==> src/ipvr_regs.vh <==
// Register offsets, field positions, reset values and vector constants of the resolver
`ifndef IPVR_REGS_VH
`define IPVR_REGS_VH

// ************************************************************
// Register byte offsets
// ************************************************************
`define IPVR_OFS_SYS_CTRL 12'h000
`define IPVR_OFS_LEVEL 12'h004
`define IPVR_OFS_VECTOR 12'h008
`define IPVR_OFS_INT_STAT 12'h00C
`define IPVR_OFS_INT_MASK 12'h010

// ************************************************************
// Field positions
// ************************************************************
`define IPVR_SYS_MODE_BIT 0
`define IPVR_SYS_ADV_BIT 1
`define IPVR_VEC_VALID_BIT 8
`define IPVR_EV_PRESENT 0
`define IPVR_EV_ACK 1
`define IPVR_EV_NMI 2
`define IPVR_EV_W 3

// ************************************************************
// Reset values
// ************************************************************
`define IPVR_SYS_CTRL_RST 2'h0
`define IPVR_LEVEL_RST 16'h0000
`define IPVR_INT_MASK_RST 3'h0

// ************************************************************
// Vector numbers
// ************************************************************
`define IPVR_NVEC 56
`define IPVR_VEC_NMI 7
`define IPVR_VEC_IRQ0 16
`define IPVR_VEC_SWDT 24
`define IPVR_VEC_WDT0 25
`define IPVR_VEC_WDT1 26
`define IPVR_VEC_ABRK 27
`define IPVR_VEC_CONV 28
`define IPVR_VEC_FRT0 48

`endif

==> src/ipvr_prio_enc.v <==
// Finds the lowest-numbered set request in a vector-indexed request word
`timescale 1ns/1ps
module ipvr_prio_enc #(
  parameter NVEC = 56,
  parameter VW = 6
) (
  // Requests indexed by vector number
  input wire [NVEC-1:0] req,
  // Winner
  output reg found,
  output reg [VW-1:0] idx
);
  integer i;

  // ************************************************************
  // Lowest vector number wins
  // ************************************************************
  always @* begin
    found = 1'b0;
    idx = {VW{1'b0}};
    for (i = NVEC - 1; i >= 0; i = i - 1) begin
      if (req[i]) begin
        found = 1'b1;
        idx = i[VW-1:0];
      end
    end
  end
endmodule // ipvr_prio_enc

==> src/ipvr_vec_addr.v <==
// Forms the vector table address from a vector number
`timescale 1ns/1ps
module ipvr_vec_addr #(
  parameter VW = 6,
  parameter AW = 24
) (
  // Vector number and address mode
  input wire [VW-1:0] vec,
  input wire advanced,
  // Table address
  output wire [AW-1:0] addr
);
  // ************************************************************
  // Two bytes per entry normal, four advanced
  // ************************************************************
  assign addr = advanced ? {{(AW-VW-2){1'b0}}, vec, 2'b00} : {{(AW-VW-1){1'b0}}, vec, 1'b0};
endmodule // ipvr_vec_addr

==> src/ipvr_resolver.v <==
// Interrupt priority and vector resolver with APB register access
//
// Register access over APB and the placing of the registers were chosen for this implementation.
`timescale 1ns/1ps
`include "ipvr_regs.vh"

// Notes on behaviour
// - Equal level: smallest pending vector number wins.
// - Same-level modules ordered only by fixed vector ranking, no extra state.
// - Order of sources inside a module is fixed by vector number.
// - One level bit per module group; address break has none.
// - Level 1 requests are served before any level 0 request except address break, which ranks in the level 1 group.
// - Transfer-done request at vector 24 under the transfer level bit.
// - Converter done at vector 28 under its own level bit.
// - Timer capture, compare, overflow on vectors 48 to 54, one level bit.
// - Reserved vectors 29 to 47 and 55 never requested.
// - Nonmaskable pin interrupt is top priority and never masked.
// - Mode 1 masks with both mask bits and level; mode 0 with one bit.
module ipvr_resolver #(
  parameter NVEC = `IPVR_NVEC,
  parameter VW = 6,
  parameter AW = 24
) (
  // Clock and reset
  input wire pclk,
  input wire presetn,
  // APB slave
  input wire psel,
  input wire penable,
  input wire pwrite,
  input wire [11:0] paddr,
  input wire [31:0] pwdata,
  output reg [31:0] prdata,
  output reg pready,
  output reg pslverr,
  // Processor mask bits
  input wire cpu_i_mask,
  input wire user_mask_bit,
  // External pin requests
  input wire nmi_req,
  input wire [7:0] irq_req,
  // Peripheral requests
  input wire sw_transfer_done_req,
  input wire wdt0_req,
  input wire wdt1_req,
  input wire addr_break_req,
  input wire conv_done_req,
  input wire capture_a_req,
  input wire capture_b_req,
  input wire capture_c_req,
  input wire capture_d_req,
  input wire compare_a_req,
  input wire compare_b_req,
  input wire timer_overflow_req,
  // Exception sequencer
  input wire core_ack,
  output reg vec_valid,
  output reg [VW-1:0] vec_num,
  output reg [AW-1:0] vec_addr,
  // Interrupt line
  output reg irq_out
);

  // ************************************************************
  // Registers
  // ************************************************************
  reg [1:0] system_control_reg;
  reg [15:0] control_level_reg;
  reg [`IPVR_EV_W-1:0] int_stat;
  reg [`IPVR_EV_W-1:0] int_mask;
  reg nmi_prev;

  wire ctrl_mode = system_control_reg[`IPVR_SYS_MODE_BIT];
  wire adv_mode = system_control_reg[`IPVR_SYS_ADV_BIT];

  // Level bits of each module group
  wire [7:0] lvl_a = control_level_reg[15:8];
  wire [7:0] lvl_b = control_level_reg[7:0];
  wire level_bit_transfer = lvl_a[2];
  wire level_bit_converter = lvl_b[7];
  wire level_bit_freetimer = lvl_b[6];

  // ************************************************************
  // Request and level words by vector number
  // ************************************************************
  reg [NVEC-1:0] req_vec;
  reg [NVEC-1:0] lvl_vec;
  reg [NVEC-1:0] nomask_vec;

  always @* begin
    req_vec = {NVEC{1'b0}};
    lvl_vec = {NVEC{1'b0}};
    nomask_vec = {NVEC{1'b0}};
    req_vec[`IPVR_VEC_NMI] = nmi_req;
    nomask_vec[`IPVR_VEC_NMI] = 1'b1;
    lvl_vec[`IPVR_VEC_NMI] = 1'b1;
    req_vec[`IPVR_VEC_IRQ0 +: 8] = irq_req;
    lvl_vec[`IPVR_VEC_IRQ0] = lvl_a[7];
    lvl_vec[`IPVR_VEC_IRQ0 + 1] = lvl_a[6];
    lvl_vec[`IPVR_VEC_IRQ0 + 2] = lvl_a[5];
    lvl_vec[`IPVR_VEC_IRQ0 + 3] = lvl_a[5];
    lvl_vec[`IPVR_VEC_IRQ0 + 4] = lvl_a[4];
    lvl_vec[`IPVR_VEC_IRQ0 + 5] = lvl_a[4];
    lvl_vec[`IPVR_VEC_IRQ0 + 6] = lvl_a[3];
    lvl_vec[`IPVR_VEC_IRQ0 + 7] = lvl_a[3];
    req_vec[`IPVR_VEC_SWDT] = sw_transfer_done_req;
    lvl_vec[`IPVR_VEC_SWDT] = level_bit_transfer;
    req_vec[`IPVR_VEC_WDT0] = wdt0_req;
    lvl_vec[`IPVR_VEC_WDT0] = lvl_a[1];
    req_vec[`IPVR_VEC_WDT1] = wdt1_req;
    lvl_vec[`IPVR_VEC_WDT1] = lvl_a[0];
    req_vec[`IPVR_VEC_ABRK] = addr_break_req;
    lvl_vec[`IPVR_VEC_ABRK] = 1'b0;
    nomask_vec[`IPVR_VEC_ABRK] = 1'b1;
    req_vec[`IPVR_VEC_CONV] = conv_done_req;
    lvl_vec[`IPVR_VEC_CONV] = level_bit_converter;
    req_vec[`IPVR_VEC_FRT0 +: 7] = {timer_overflow_req, compare_b_req, compare_a_req,
                                    capture_d_req, capture_c_req, capture_b_req, capture_a_req};
    lvl_vec[`IPVR_VEC_FRT0 +: 7] = {7{level_bit_freetimer}};
  end

  // ************************************************************
  // Mask control
  // ************************************************************
  reg accept_lvl0;
  reg accept_lvl1;

  always @* begin
    accept_lvl1 = 1'b0;
    accept_lvl0 = 1'b0;
    case ({ctrl_mode, cpu_i_mask, user_mask_bit})
      3'h0, 3'h1: begin
        accept_lvl1 = 1'b1;
        accept_lvl0 = 1'b1;
      end
      3'h2, 3'h3: begin
        accept_lvl1 = 1'b0;
        accept_lvl0 = 1'b0;
      end
      3'h4, 3'h5: begin
        accept_lvl1 = 1'b1;
        accept_lvl0 = 1'b1;
      end
      3'h6: begin
        accept_lvl1 = 1'b1;
        accept_lvl0 = 1'b0;
      end
      default: begin
        accept_lvl1 = 1'b0;
        accept_lvl0 = 1'b0;
      end
    endcase
  end

  // Unmasked requests split by level; nonmaskable ones join the top group
  wire [NVEC-1:0] top_req = req_vec & ((lvl_vec & {NVEC{accept_lvl1}}) | nomask_vec);
  wire [NVEC-1:0] low_req = req_vec & ~lvl_vec & ~nomask_vec & {NVEC{accept_lvl0}};

  wire top_found;
  wire low_found;
  wire [VW-1:0] top_idx;
  wire [VW-1:0] low_idx;

  ipvr_prio_enc #(.NVEC(NVEC), .VW(VW)) u_top_enc (
    .req(top_req),
    .found(top_found),
    .idx(top_idx)
  );

  ipvr_prio_enc #(.NVEC(NVEC), .VW(VW)) u_low_enc (
    .req(low_req),
    .found(low_found),
    .idx(low_idx)
  );

  wire any_pending = top_found | low_found;
  wire [VW-1:0] win_idx = top_found ? top_idx : low_idx;

  wire [AW-1:0] win_addr;

  ipvr_vec_addr #(.VW(VW), .AW(AW)) u_addr (
    .vec(win_idx),
    .advanced(adv_mode),
    .addr(win_addr)
  );

  // ************************************************************
  // Vector presentation
  // ************************************************************
  wire present_ev = ~vec_valid & any_pending;
  wire ack_ev = vec_valid & core_ack;

  always @(posedge pclk or negedge presetn) begin
    if (!presetn) begin
      vec_valid <= 1'b0;
      vec_num <= {VW{1'b0}};
      vec_addr <= {AW{1'b0}};
    end else if (vec_valid) begin
      if (core_ack || !any_pending) begin
        vec_valid <= 1'b0;
      end
    end else if (any_pending) begin
      vec_valid <= 1'b1;
      vec_num <= win_idx;
      vec_addr <= win_addr;
    end
  end

  // ************************************************************
  // APB access
  // ************************************************************
  // Address match of one register
  function hit_reg;
    input [11:0] addr;
    input [11:0] ofs;
    begin
      hit_reg = addr == ofs;
    end
  endfunction

  wire acc_phase = psel & penable & ~pready;
  wire wr_done = psel & penable & pready & pwrite;
  wire hit_sys = hit_reg(paddr, `IPVR_OFS_SYS_CTRL);
  wire hit_lvl = hit_reg(paddr, `IPVR_OFS_LEVEL);
  wire hit_vec = hit_reg(paddr, `IPVR_OFS_VECTOR);
  wire hit_sta = hit_reg(paddr, `IPVR_OFS_INT_STAT);
  wire hit_msk = hit_reg(paddr, `IPVR_OFS_INT_MASK);
  wire hit_any = hit_sys | hit_lvl | hit_vec | hit_sta | hit_msk;

  reg [31:0] next_prdata;

  always @* begin
    next_prdata = 32'h00000000;
    case (1'b1)
      hit_sys: next_prdata[1:0] = system_control_reg;
      hit_lvl: next_prdata[15:0] = control_level_reg;
      hit_vec: begin
        next_prdata[VW-1:0] = vec_num;
        next_prdata[`IPVR_VEC_VALID_BIT] = vec_valid;
      end
      hit_sta: next_prdata[`IPVR_EV_W-1:0] = int_stat;
      hit_msk: next_prdata[`IPVR_EV_W-1:0] = int_mask;
      default: next_prdata = 32'h00000000;
    endcase
  end

  always @(posedge pclk or negedge presetn) begin
    if (!presetn) begin
      pready <= 1'b0;
      prdata <= 32'h00000000;
      pslverr <= 1'b0;
    end else begin
      pready <= acc_phase;
      pslverr <= acc_phase & ~hit_any;
      if (acc_phase && !pwrite) begin
        prdata <= next_prdata;
      end
    end
  end

  always @(posedge pclk or negedge presetn) begin
    if (!presetn) begin
      system_control_reg <= `IPVR_SYS_CTRL_RST;
      control_level_reg <= `IPVR_LEVEL_RST;
      int_mask <= `IPVR_INT_MASK_RST;
    end else if (wr_done) begin
      if (hit_sys) begin
        system_control_reg <= pwdata[1:0];
      end
      if (hit_lvl) begin
        control_level_reg <= pwdata[15:0];
      end
      if (hit_msk) begin
        int_mask <= pwdata[`IPVR_EV_W-1:0];
      end
    end
  end

  // ************************************************************
  // Event status and interrupt line
  // ************************************************************
  wire nmi_rise = nmi_req & ~nmi_prev;
  wire sta_wr = wr_done & hit_sta;
  reg [`IPVR_EV_W-1:0] ev_set;

  always @* begin
    ev_set = {`IPVR_EV_W{1'b0}};
    ev_set[`IPVR_EV_PRESENT] = present_ev;
    ev_set[`IPVR_EV_ACK] = ack_ev;
    ev_set[`IPVR_EV_NMI] = nmi_rise;
  end

  // Writing one clears a bit; a same-cycle event keeps it set
  wire [`IPVR_EV_W-1:0] ev_clr = sta_wr ? pwdata[`IPVR_EV_W-1:0] : {`IPVR_EV_W{1'b0}};
  wire [`IPVR_EV_W-1:0] next_int_stat = (int_stat & ~ev_clr) | ev_set;

  always @(posedge pclk or negedge presetn) begin
    if (!presetn) begin
      int_stat <= {`IPVR_EV_W{1'b0}};
      nmi_prev <= 1'b0;
      irq_out <= 1'b0;
    end else begin
      int_stat <= next_int_stat;
      nmi_prev <= nmi_req;
      irq_out <= |(next_int_stat & int_mask);
    end
  end
endmodule // ipvr_resolver

==> config.mk <==
export PLATFORM = sky130hd
export DESIGN_NAME = ipvr_resolver
export DESIGN_NICKNAME = d
export VERILOG_FILES = /design/src/ipvr_prio_enc.v /design/src/ipvr_vec_addr.v /design/src/ipvr_resolver.v
export VERILOG_INCLUDE_DIRS = /design/src
export SDC_FILE = /design/constraint.sdc
export NUM_CORES = 1
export LEC_CHECK = 0
export BUFFER_PORTS_ARGS = -buffer_cell sky130_fd_sc_hd__clkbuf_2
export CAP_MARGIN = 0
export CORE_MARGIN = 8
export CORE_UTILIZATION = 50
export CTS_BUF_LIST = sky130_fd_sc_hd__clkbuf_8
export CTS_CLUSTER_SIZE = 14
export DETAILED_ROUTE_END_ITERATION = 6
export GPL_ROUTABILITY_DRIVEN = 0
export PLACE_DENSITY = 0.89
export SLEW_MARGIN = 20
export SYNTH_ARGS = -nofsm -noshare
export SYNTH_HDL_FRONTEND = slang
export SYNTH_SLANG_ARGS = --single-unit
export TNS_END_PERCENT = 1
==> constraint.sdc <==
create_clock -name pclk -period 6.78 [get_ports pclk]
set_input_delay 0.678 -clock pclk [delete_from_list [all_inputs] [get_ports pclk]]
set_output_delay 0.678 -clock pclk [all_outputs]
set_load 0.01 [all_outputs]
=== Yosys cells after proc, flatten, opt, wreduce, memory -nomap -nowiden ===
Index checks and enable logic that the tools add are counted.

* Output and inout bits: 66
* Logic and storage cells: 312
* Register bits: 75
* Input port bits: 73

* Reduce and logical (&&, ||, !) cells: 13
* Bitwise logic cells: 27
* Equality and inequality tests: 8
* Mux-type cells: 252

{| class="wikitable"
|+ Operators with widths
! kind !! count
|-
| 6-bit 2-to-1 mux || 113
|-
| 55-bit by 56-bit AND with 56-bit output || 3
|-
| 1-bit 2-to-1 mux || 125
|-
| 56-bit AND || 1
|-
| 55-bit inverter with 56-bit output || 1
|-
| 12-bit by 4-bit equality test with 1-bit output, second input constant || 2
|-
| 2-bit 2-to-1 mux || 7
|-
| 7-bit 2-to-1 mux || 2
|-
| 12-bit by 3-bit equality test with 1-bit output, second input constant || 1
|-
| 12-bit by 5-bit equality test with 1-bit output, second input constant || 1
|-
| 12-bit logical NOT || 1
|-
| 3-bit 2-to-1 mux || 4
|-
| 1-bit AND || 9
|-
| 3-bit equality test, second input constant || 3
|-
| 8-bit 2-to-1 mux || 1
|-
| 2-bit AND reduction || 4
|-
| 3-bit AND || 2
|-
| 1-bit bitwise OR || 5
|-
| 5-bit OR reduction || 1
|-
| 1-bit inverter || 4
|-
| 4-bit OR reduction || 1
|-
| 3-bit by 1-bit equality test with 1-bit output, second input constant || 1
|-
| 3-bit logical NOT || 1
|-
| 3-bit inverter || 1
|-
| 5 further kinds || 6
|}

=== Longest topological paths before layout ===
* Word-level depth: 66
* Depth in mapped cells: 8
* Depth with buffers taken out: 6

=== Cells and area by module ===
Synthesis repeated with hierarchy kept, for this count alone.

* Cell total of the unflattened synthesis: 566
* Area total of the unflattened synthesis: 5287.6 um2

{| class="wikitable"
|+ Modules (own cells, without submodules)
! module !! times used !! cells an instance !! area an instance (um2) !! seq. area each (um2)
|-
| ipvr_resolver || 1 || 304 || 3652.3 || 1876.8
|-
| ipvr_prio_enc || 2 || 118 || 700.7 || 0.0
|-
| ipvr_vec_addr || 1 || 26 || 234.0 || 0.0
|}

=== Least setup slack after synthesis ===
No wires, ideal clock.

* Kind: input to register
* Start: input port wdt1_req
* End: register irq_out
* Arrival: 2.421 ns
* Buffers on the path: 0
* Setup slack: 4.233 ns
* Cell stages on the path: 6
* Path through: a222oi_1 -> a22oi_2 -> a2111oi_4 -> a41oi_4 -> a21o_1 -> a221o_1

* Word-level cells in the longest chain between the ends: 34
* Elaborated cells on any way between the ends: 62

{| class="wikitable"
|+ Ends and longest elaborated chain
! what !! RTL line !! text
|-
| start, declared || ipvr_resolver.v:45 || <nowiki>input wire wdt1_req,</nowiki>
|-
| 55-bit by 56-bit AND with 56-bit output || ipvr_resolver.v:157 || <nowiki>wire [NVEC-1:0] low_req = req_vec & ~lvl_vec & ~nomask_vec & {NVEC{accept_lvl0}};</nowiki>
|-
| 56-bit AND || ipvr_resolver.v:157 ||
|-
| 1-bit 2-to-1 mux (27 in a row) || ipvr_prio_enc.v:22 || <nowiki>if (req[i]) begin</nowiki>
|-
| 1-bit bitwise OR * || ipvr_resolver.v:176 || <nowiki>wire any_pending = top_found | low_found;</nowiki>
|-
| 1-bit AND * || ipvr_resolver.v:190 || <nowiki>wire present_ev = ~vec_valid & any_pending;</nowiki>
|-
| 3-bit bitwise OR * || ipvr_resolver.v:295 || <nowiki>wire [`IPVR_EV_W-1:0] next_int_stat = (int_stat & ~ev_clr) | ev_set;</nowiki>
|-
| named net next_int_stat[0] || ipvr_resolver.v:295 ||
|-
| 3-bit AND * || ipvr_resolver.v:305 || <nowiki>irq_out <= |(next_int_stat & int_mask);</nowiki>
|-
| 3-bit OR reduction * || ipvr_resolver.v:305 ||
|-
| end signal, assigned || ipvr_resolver.v:305 ||
|-
| end, declared || ipvr_resolver.v:61 || <nowiki>output reg irq_out</nowiki>
|}

Mark *: on every way through the listed nets, which the timed path passes. The rest lies on a longest branch.
A chain may end at the register's enable or synchronous reset.

=== Worst setup path after layout ===
* Start: input port cpu_i_mask
* End: register vec_addr[2]

* Word-level cells in the longest chain between the ends: 63
* Elaborated cells on any way between the ends: 240

{| class="wikitable"
|+ Ends and longest elaborated chain
! what !! RTL line !! text
|-
| start, declared || ipvr_resolver.v:37 || <nowiki>input wire cpu_i_mask,</nowiki>
|-
| 3-bit equality test (tied with other cells) || ipvr_resolver.v:131 || <nowiki>case ({ctrl_mode, cpu_i_mask, user_mask_bit})</nowiki>
|-
| 5-bit OR reduction (no line) || n/a ||
|-
| 1-bit 2-to-1 mux || ipvr_resolver.v:131 ||
|-
| 55-bit by 56-bit AND with 56-bit output (2 in a row) || ipvr_resolver.v:156 || <nowiki>wire [NVEC-1:0] top_req = req_vec & ((lvl_vec & {NVEC{accept_lvl1}}) | nomask_vec);</nowiki>
|-
| 6-bit 2-to-1 mux or 1-bit 2-to-1 mux (tied branches) (56 in a row) || ipvr_prio_enc.v:22 ||
|-
| 6-bit 2-to-1 mux or 1-bit bitwise OR (tied branches) || ipvr_resolver.v:177, ipvr_resolver.v:176 ||
|-
| 8-bit 2-to-1 mux or 2-bit AND reduction (tied branches) || n/a ||
|-
| end signal, assigned || ipvr_resolver.v:197 || <nowiki>vec_addr <= {AW{1'b0}};</nowiki>
|-
| end signal, assigned || ipvr_resolver.v:205 || <nowiki>vec_addr <= win_addr;</nowiki>
|-
| end, declared || ipvr_resolver.v:59 || <nowiki>output reg [AW-1:0] vec_addr,</nowiki>
|}

Several ways; a longest one is shown, not always the timed one.

==> impl_summary.md <==
Run status
The flow ran to the end, and the final reports show no timing, DRC or antenna violations.

Synthesis
Of the total synthesized cell area, the portion taken by XOR and XNOR cells is 0%. After synthesis, the share of cell area in mux cells is 7.26%. After synthesis the cells add up to 0.00353 sq mm. After synthesis, the mean cell area works out to 9.18 sq um. In this run, synthesis produced a sequential element count of 58. The synthesized design spends more area on one cell type than any other, namely sky130_fd_sc_hd__dfrtp_1. Yosys mapped a number of flops with a built-in enable equal to 0. The primary flip-flop cell chosen by synthesis mapping is sky130_fd_sc_hd__dfrtp_1. Summing the areas of all and, or, nand and nor instances in the mapped netlist gives 18.1% of the synthesized area. The cell count after synthesis came out at 385.

Summed over its instances, the top area cell type makes up 41.1% of the synthesized netlist area. The part of the Yosys area used for sequential elements is 41.1%. The combinational family with the most area after synthesis is compound AO/OA/AOI/OAI gates. The number of different library cells used by synthesis comes to 58. Summing the areas of all compound-gate instances in the mapped netlist gives 23.3% of the synthesized area. The adder-cell share of the synthesized area is 0%. The count of yosys warnings during synthesis is 0. For this run, asynchronously set or reset flops after synthesis account for 100%. Yosys attributes the largest share of cell area to sky130_fd_sc_hd__dfrtp_1 41%, sky130_fd_sc_hd__buf_4 7.0%, sky130_fd_sc_hd__mux2_2 6.7%.

Place
The cell count after placement is 557. The wire-length estimate of the detail-placed layout is 7.61 mm. In this run the tool buffered the top-level ports with 89 buffer cells.

GRT
The residual overflow from global routing is 0. The number of antenna violations at the first check in global routing is 0. The global-route total usage across every layer is 19.2%. The via count of the first global-routing pass is 3242.

The first global-routing pass estimated 15.5 mm of wire. Entering global routing, the biggest net connects 59 pins.

Drt
Summed over all layers, the routed wires come to 9.79 mm. The first detailed-routing pass ran for 6 iterations. Once detail routing completed, the nets flagged for antenna violations numbered 0. Across all layers, the routed design uses 3295 vias. In the routed layout, each cell is associated on average with a via count of 5.75. The routed length on met2 is 4.78 mm. After detailed routing, the average wire length per cell comes to 17.1 um.

In the routed design, unresolved DRC markers number 0. Summed over all nets, wire length on met3 after detailed routing comes to 1.03 mm. The detailed router put a total of 3.65 mm of wire on met1.

The count of routing violations after the opening detailed-route iteration is 244. The highest metal layer with signal wires is met4.

Timing
The final-report max-slew violation count is 0. Setup repair after global routing left no endpoint under its margin. In the finished design, the share of the clock period the worst path needs comes to 40.0%. Setup violations remaining at the end of the flow were counted as 0. The worst path needs 2.71 ns of the cycle, external delays included. The sum of negative setup slack is 0 ns. The transition time of the tightest slew-check pin is 0.787 ns.

Based on the critical path, the design can be clocked at up to 0.369 GHz. Between clock sinks in the finished design, the worst skew comes to 0.0114 ns. The final count of hold timing violations was 0. The max-slew headroom at the worst pin is 47.4%.

Layout
In the layout the commonest cells are 89 x sky130_fd_sc_hd__clkbuf_2, 58 x sky130_fd_sc_hd__dfrtp_1, 53 x sky130_fd_sc_hd__nand2_1. The filler cell count in the final layout is 586. The area growth from synthesis to layout is 17.1%. Leaving out fill and tap cells, the most frequent cell in the layout is sky130_fd_sc_hd__clkbuf_2. The number of antenna diodes in the final layout is 0.

The fraction of layout instances using a drive strength above 1 is 28.5%. The count of cells in the finished layout, fillers not included, comes to 573. The total number of nets in the final design is 545.

Worst setup path
The worst register-to-register path has a depth of 6. The cell with the largest stage delay on the worst path is sky130_fd_sc_hd__or4_1. The worst setup path is captured at a flip-flop. The delay contributed by the slowest stage of the critical path is 0.65 ns.

The endpoint arrival time on the critical path is 2.95 ns. The launching element type of the critical path is an input port. The worst endpoint required time is 7.02 ns. The worst setup slack for register-to-register paths is 4.16 ns. The category of the most critical setup path is input port to flip-flop. The peak fanout along the critical path is 26. The critical path goes through clkbuf_2 -> or2_1 -> o32ai_1 -> or4_1 -> o41ai_4 -> a2111oi_1 -> a211oi_1.

Clock tree
In this run the clock root is driven by a sky130_fd_sc_hd__clkbuf_8. The number of CTS-inserted buffers is 9. Clock-pin slew was measured on the worst setup and hold paths at 0.08 ns. The TritonCTS clock tree is built.

The number of H-tree levels is 3. The post-cts sizing count is 0. The tree built by TritonCTS fans out to 58 sinks.

No sink is reached through more buffers than the 2 on the longest clock path. The later pin in the worst-skew pair is clocked with a latency of 0.34 ns. The number of hold buffers added after CTS is 0. The number of post-CTS setup repair buffers is 0.

Floorplanning
The number of placed I/O pins is 139. The overall die height is 100 um. The die extent in x is 100 um. After floorplanning, the core was divided into 30 placement rows. The initial cell density of the core is 51.7%. The area of the die is 0.0100 sq mm.

The area of the core is 0.00683 sq mm.

Worst hold path
The worst min-delay path class is flip-flop to flip-flop. The instance count along the most critical hold path is 1.

Power
The power density over the cells is 197 mW/mm^2. The analysis attributes to cell leakage a power of 0.00202 uW. VDD sags by at most 0.000121 V.

Job
Max-cap violations in this run came to 0.
[stage by stage]
| step | setup WS (ns) | total power [uW] | instance area [sq um] | util, % | hold WS [ns] |
|---|---|---|---|---|---|
| detailed placement | 3.81 | 502 | 3940 | 57.6 | 0.432 |
| global route | 3.94 | 852 | 4140 | 60.6 | 0.457 |
| floorplan | 4.23 | 457 | 3650 | - | 0.382 |
| CTS | 4.12 | 821 | 4140 | 60.6 | 0.443 |
| global placement | 3.82 | 498 | 3930 | 57.6 | 0.424 |
| finish | 4.07 | 817 | 4140 | 60.6 | 0.448 |
[routing by layer]
metal / vias to the layer above / GRT usage (%)
met5: - / 0
met4: 0 / 10.0
met3: 28 / 5.81
met2: 177 / 31.0
met1: 1560 / 22.6
li1: 1530 / -
[Yosys cell counts (10+ instances only)]
cell and number:
sky130_fd_sc_hd__clkbuf_1 11, sky130_fd_sc_hd__nand3_1 11, sky130_fd_sc_hd__dfrtp_1 58, sky130_fd_sc_hd__inv_1 15, sky130_fd_sc_hd__nor2_1 28, sky130_fd_sc_hd__buf_4 33
sky130_fd_sc_hd__nand2_1 53, sky130_fd_sc_hd__o21ai_0 18, sky130_fd_sc_hd__a211oi_1 10, sky130_fd_sc_hd__a21oi_1 14, sky130_fd_sc_hd__mux2_2 21
[cells by family after synthesis]
kind of cell	count (synthesis)
AOI/OAI and AO/OA	106
buffers and inverters	62
DFF	58
muxes	23
other	1
and+or+nand+nor	135
[power by group]
part	leakage (uW)	switching, uW	internal, uW	total (uW)
registers	0.000755	12.3	361	373
clock network	0.0000921	149	172	320
logic	0.00117	78.1	45.7	124
total	0.00202	239	578	817
[final timing paths]
kind	start	to
hold reg to reg	nmi_prev$_DFF_PN0_	int_stat[2]$_DFF_PN0_
max in group asynchronous	presetn	control_level_reg[6]$_DFFE_PN0P_
setup / recovery	cpu_i_mask	vec_addr[2]$_DFFE_PN0P_
setup reg to reg	control_level_reg[8]$_DFFE_PN0P_	irq_out$_DFF_PN0_
min in group asynchronous	presetn	pslverr$_DFF_PN0_
hold / removal	nmi_prev$_DFF_PN0_	int_stat[2]$_DFF_PN0_
[critical path, delay by kind of cell]
family	cells	cell delay, ns
buffers and inverters	1	0.38
AND/OR/NAND/NOR	2	0.87
AO/OA/AOI/OAI	4	1.02
[cell type report]
| cell class | instances | area, sq um | area share, % |
|---|---|---|---|
| clock buffers | 9 | 124 | 2.99 |
| multi-input cells | 297 | 1850 | 44.7 |
| clock inverters | 7 | 78.8 | 1.90 |
| repair buffers | 91 | 460 | 11.1 |
| flip-flops and latches | 58 | 1450 | 35.1 |
| well taps | 96 | 120 | 2.90 |
| inverters | 15 | 56.3 | 1.36 |
No activity file was read; power rests on OpenSTA's default activity.
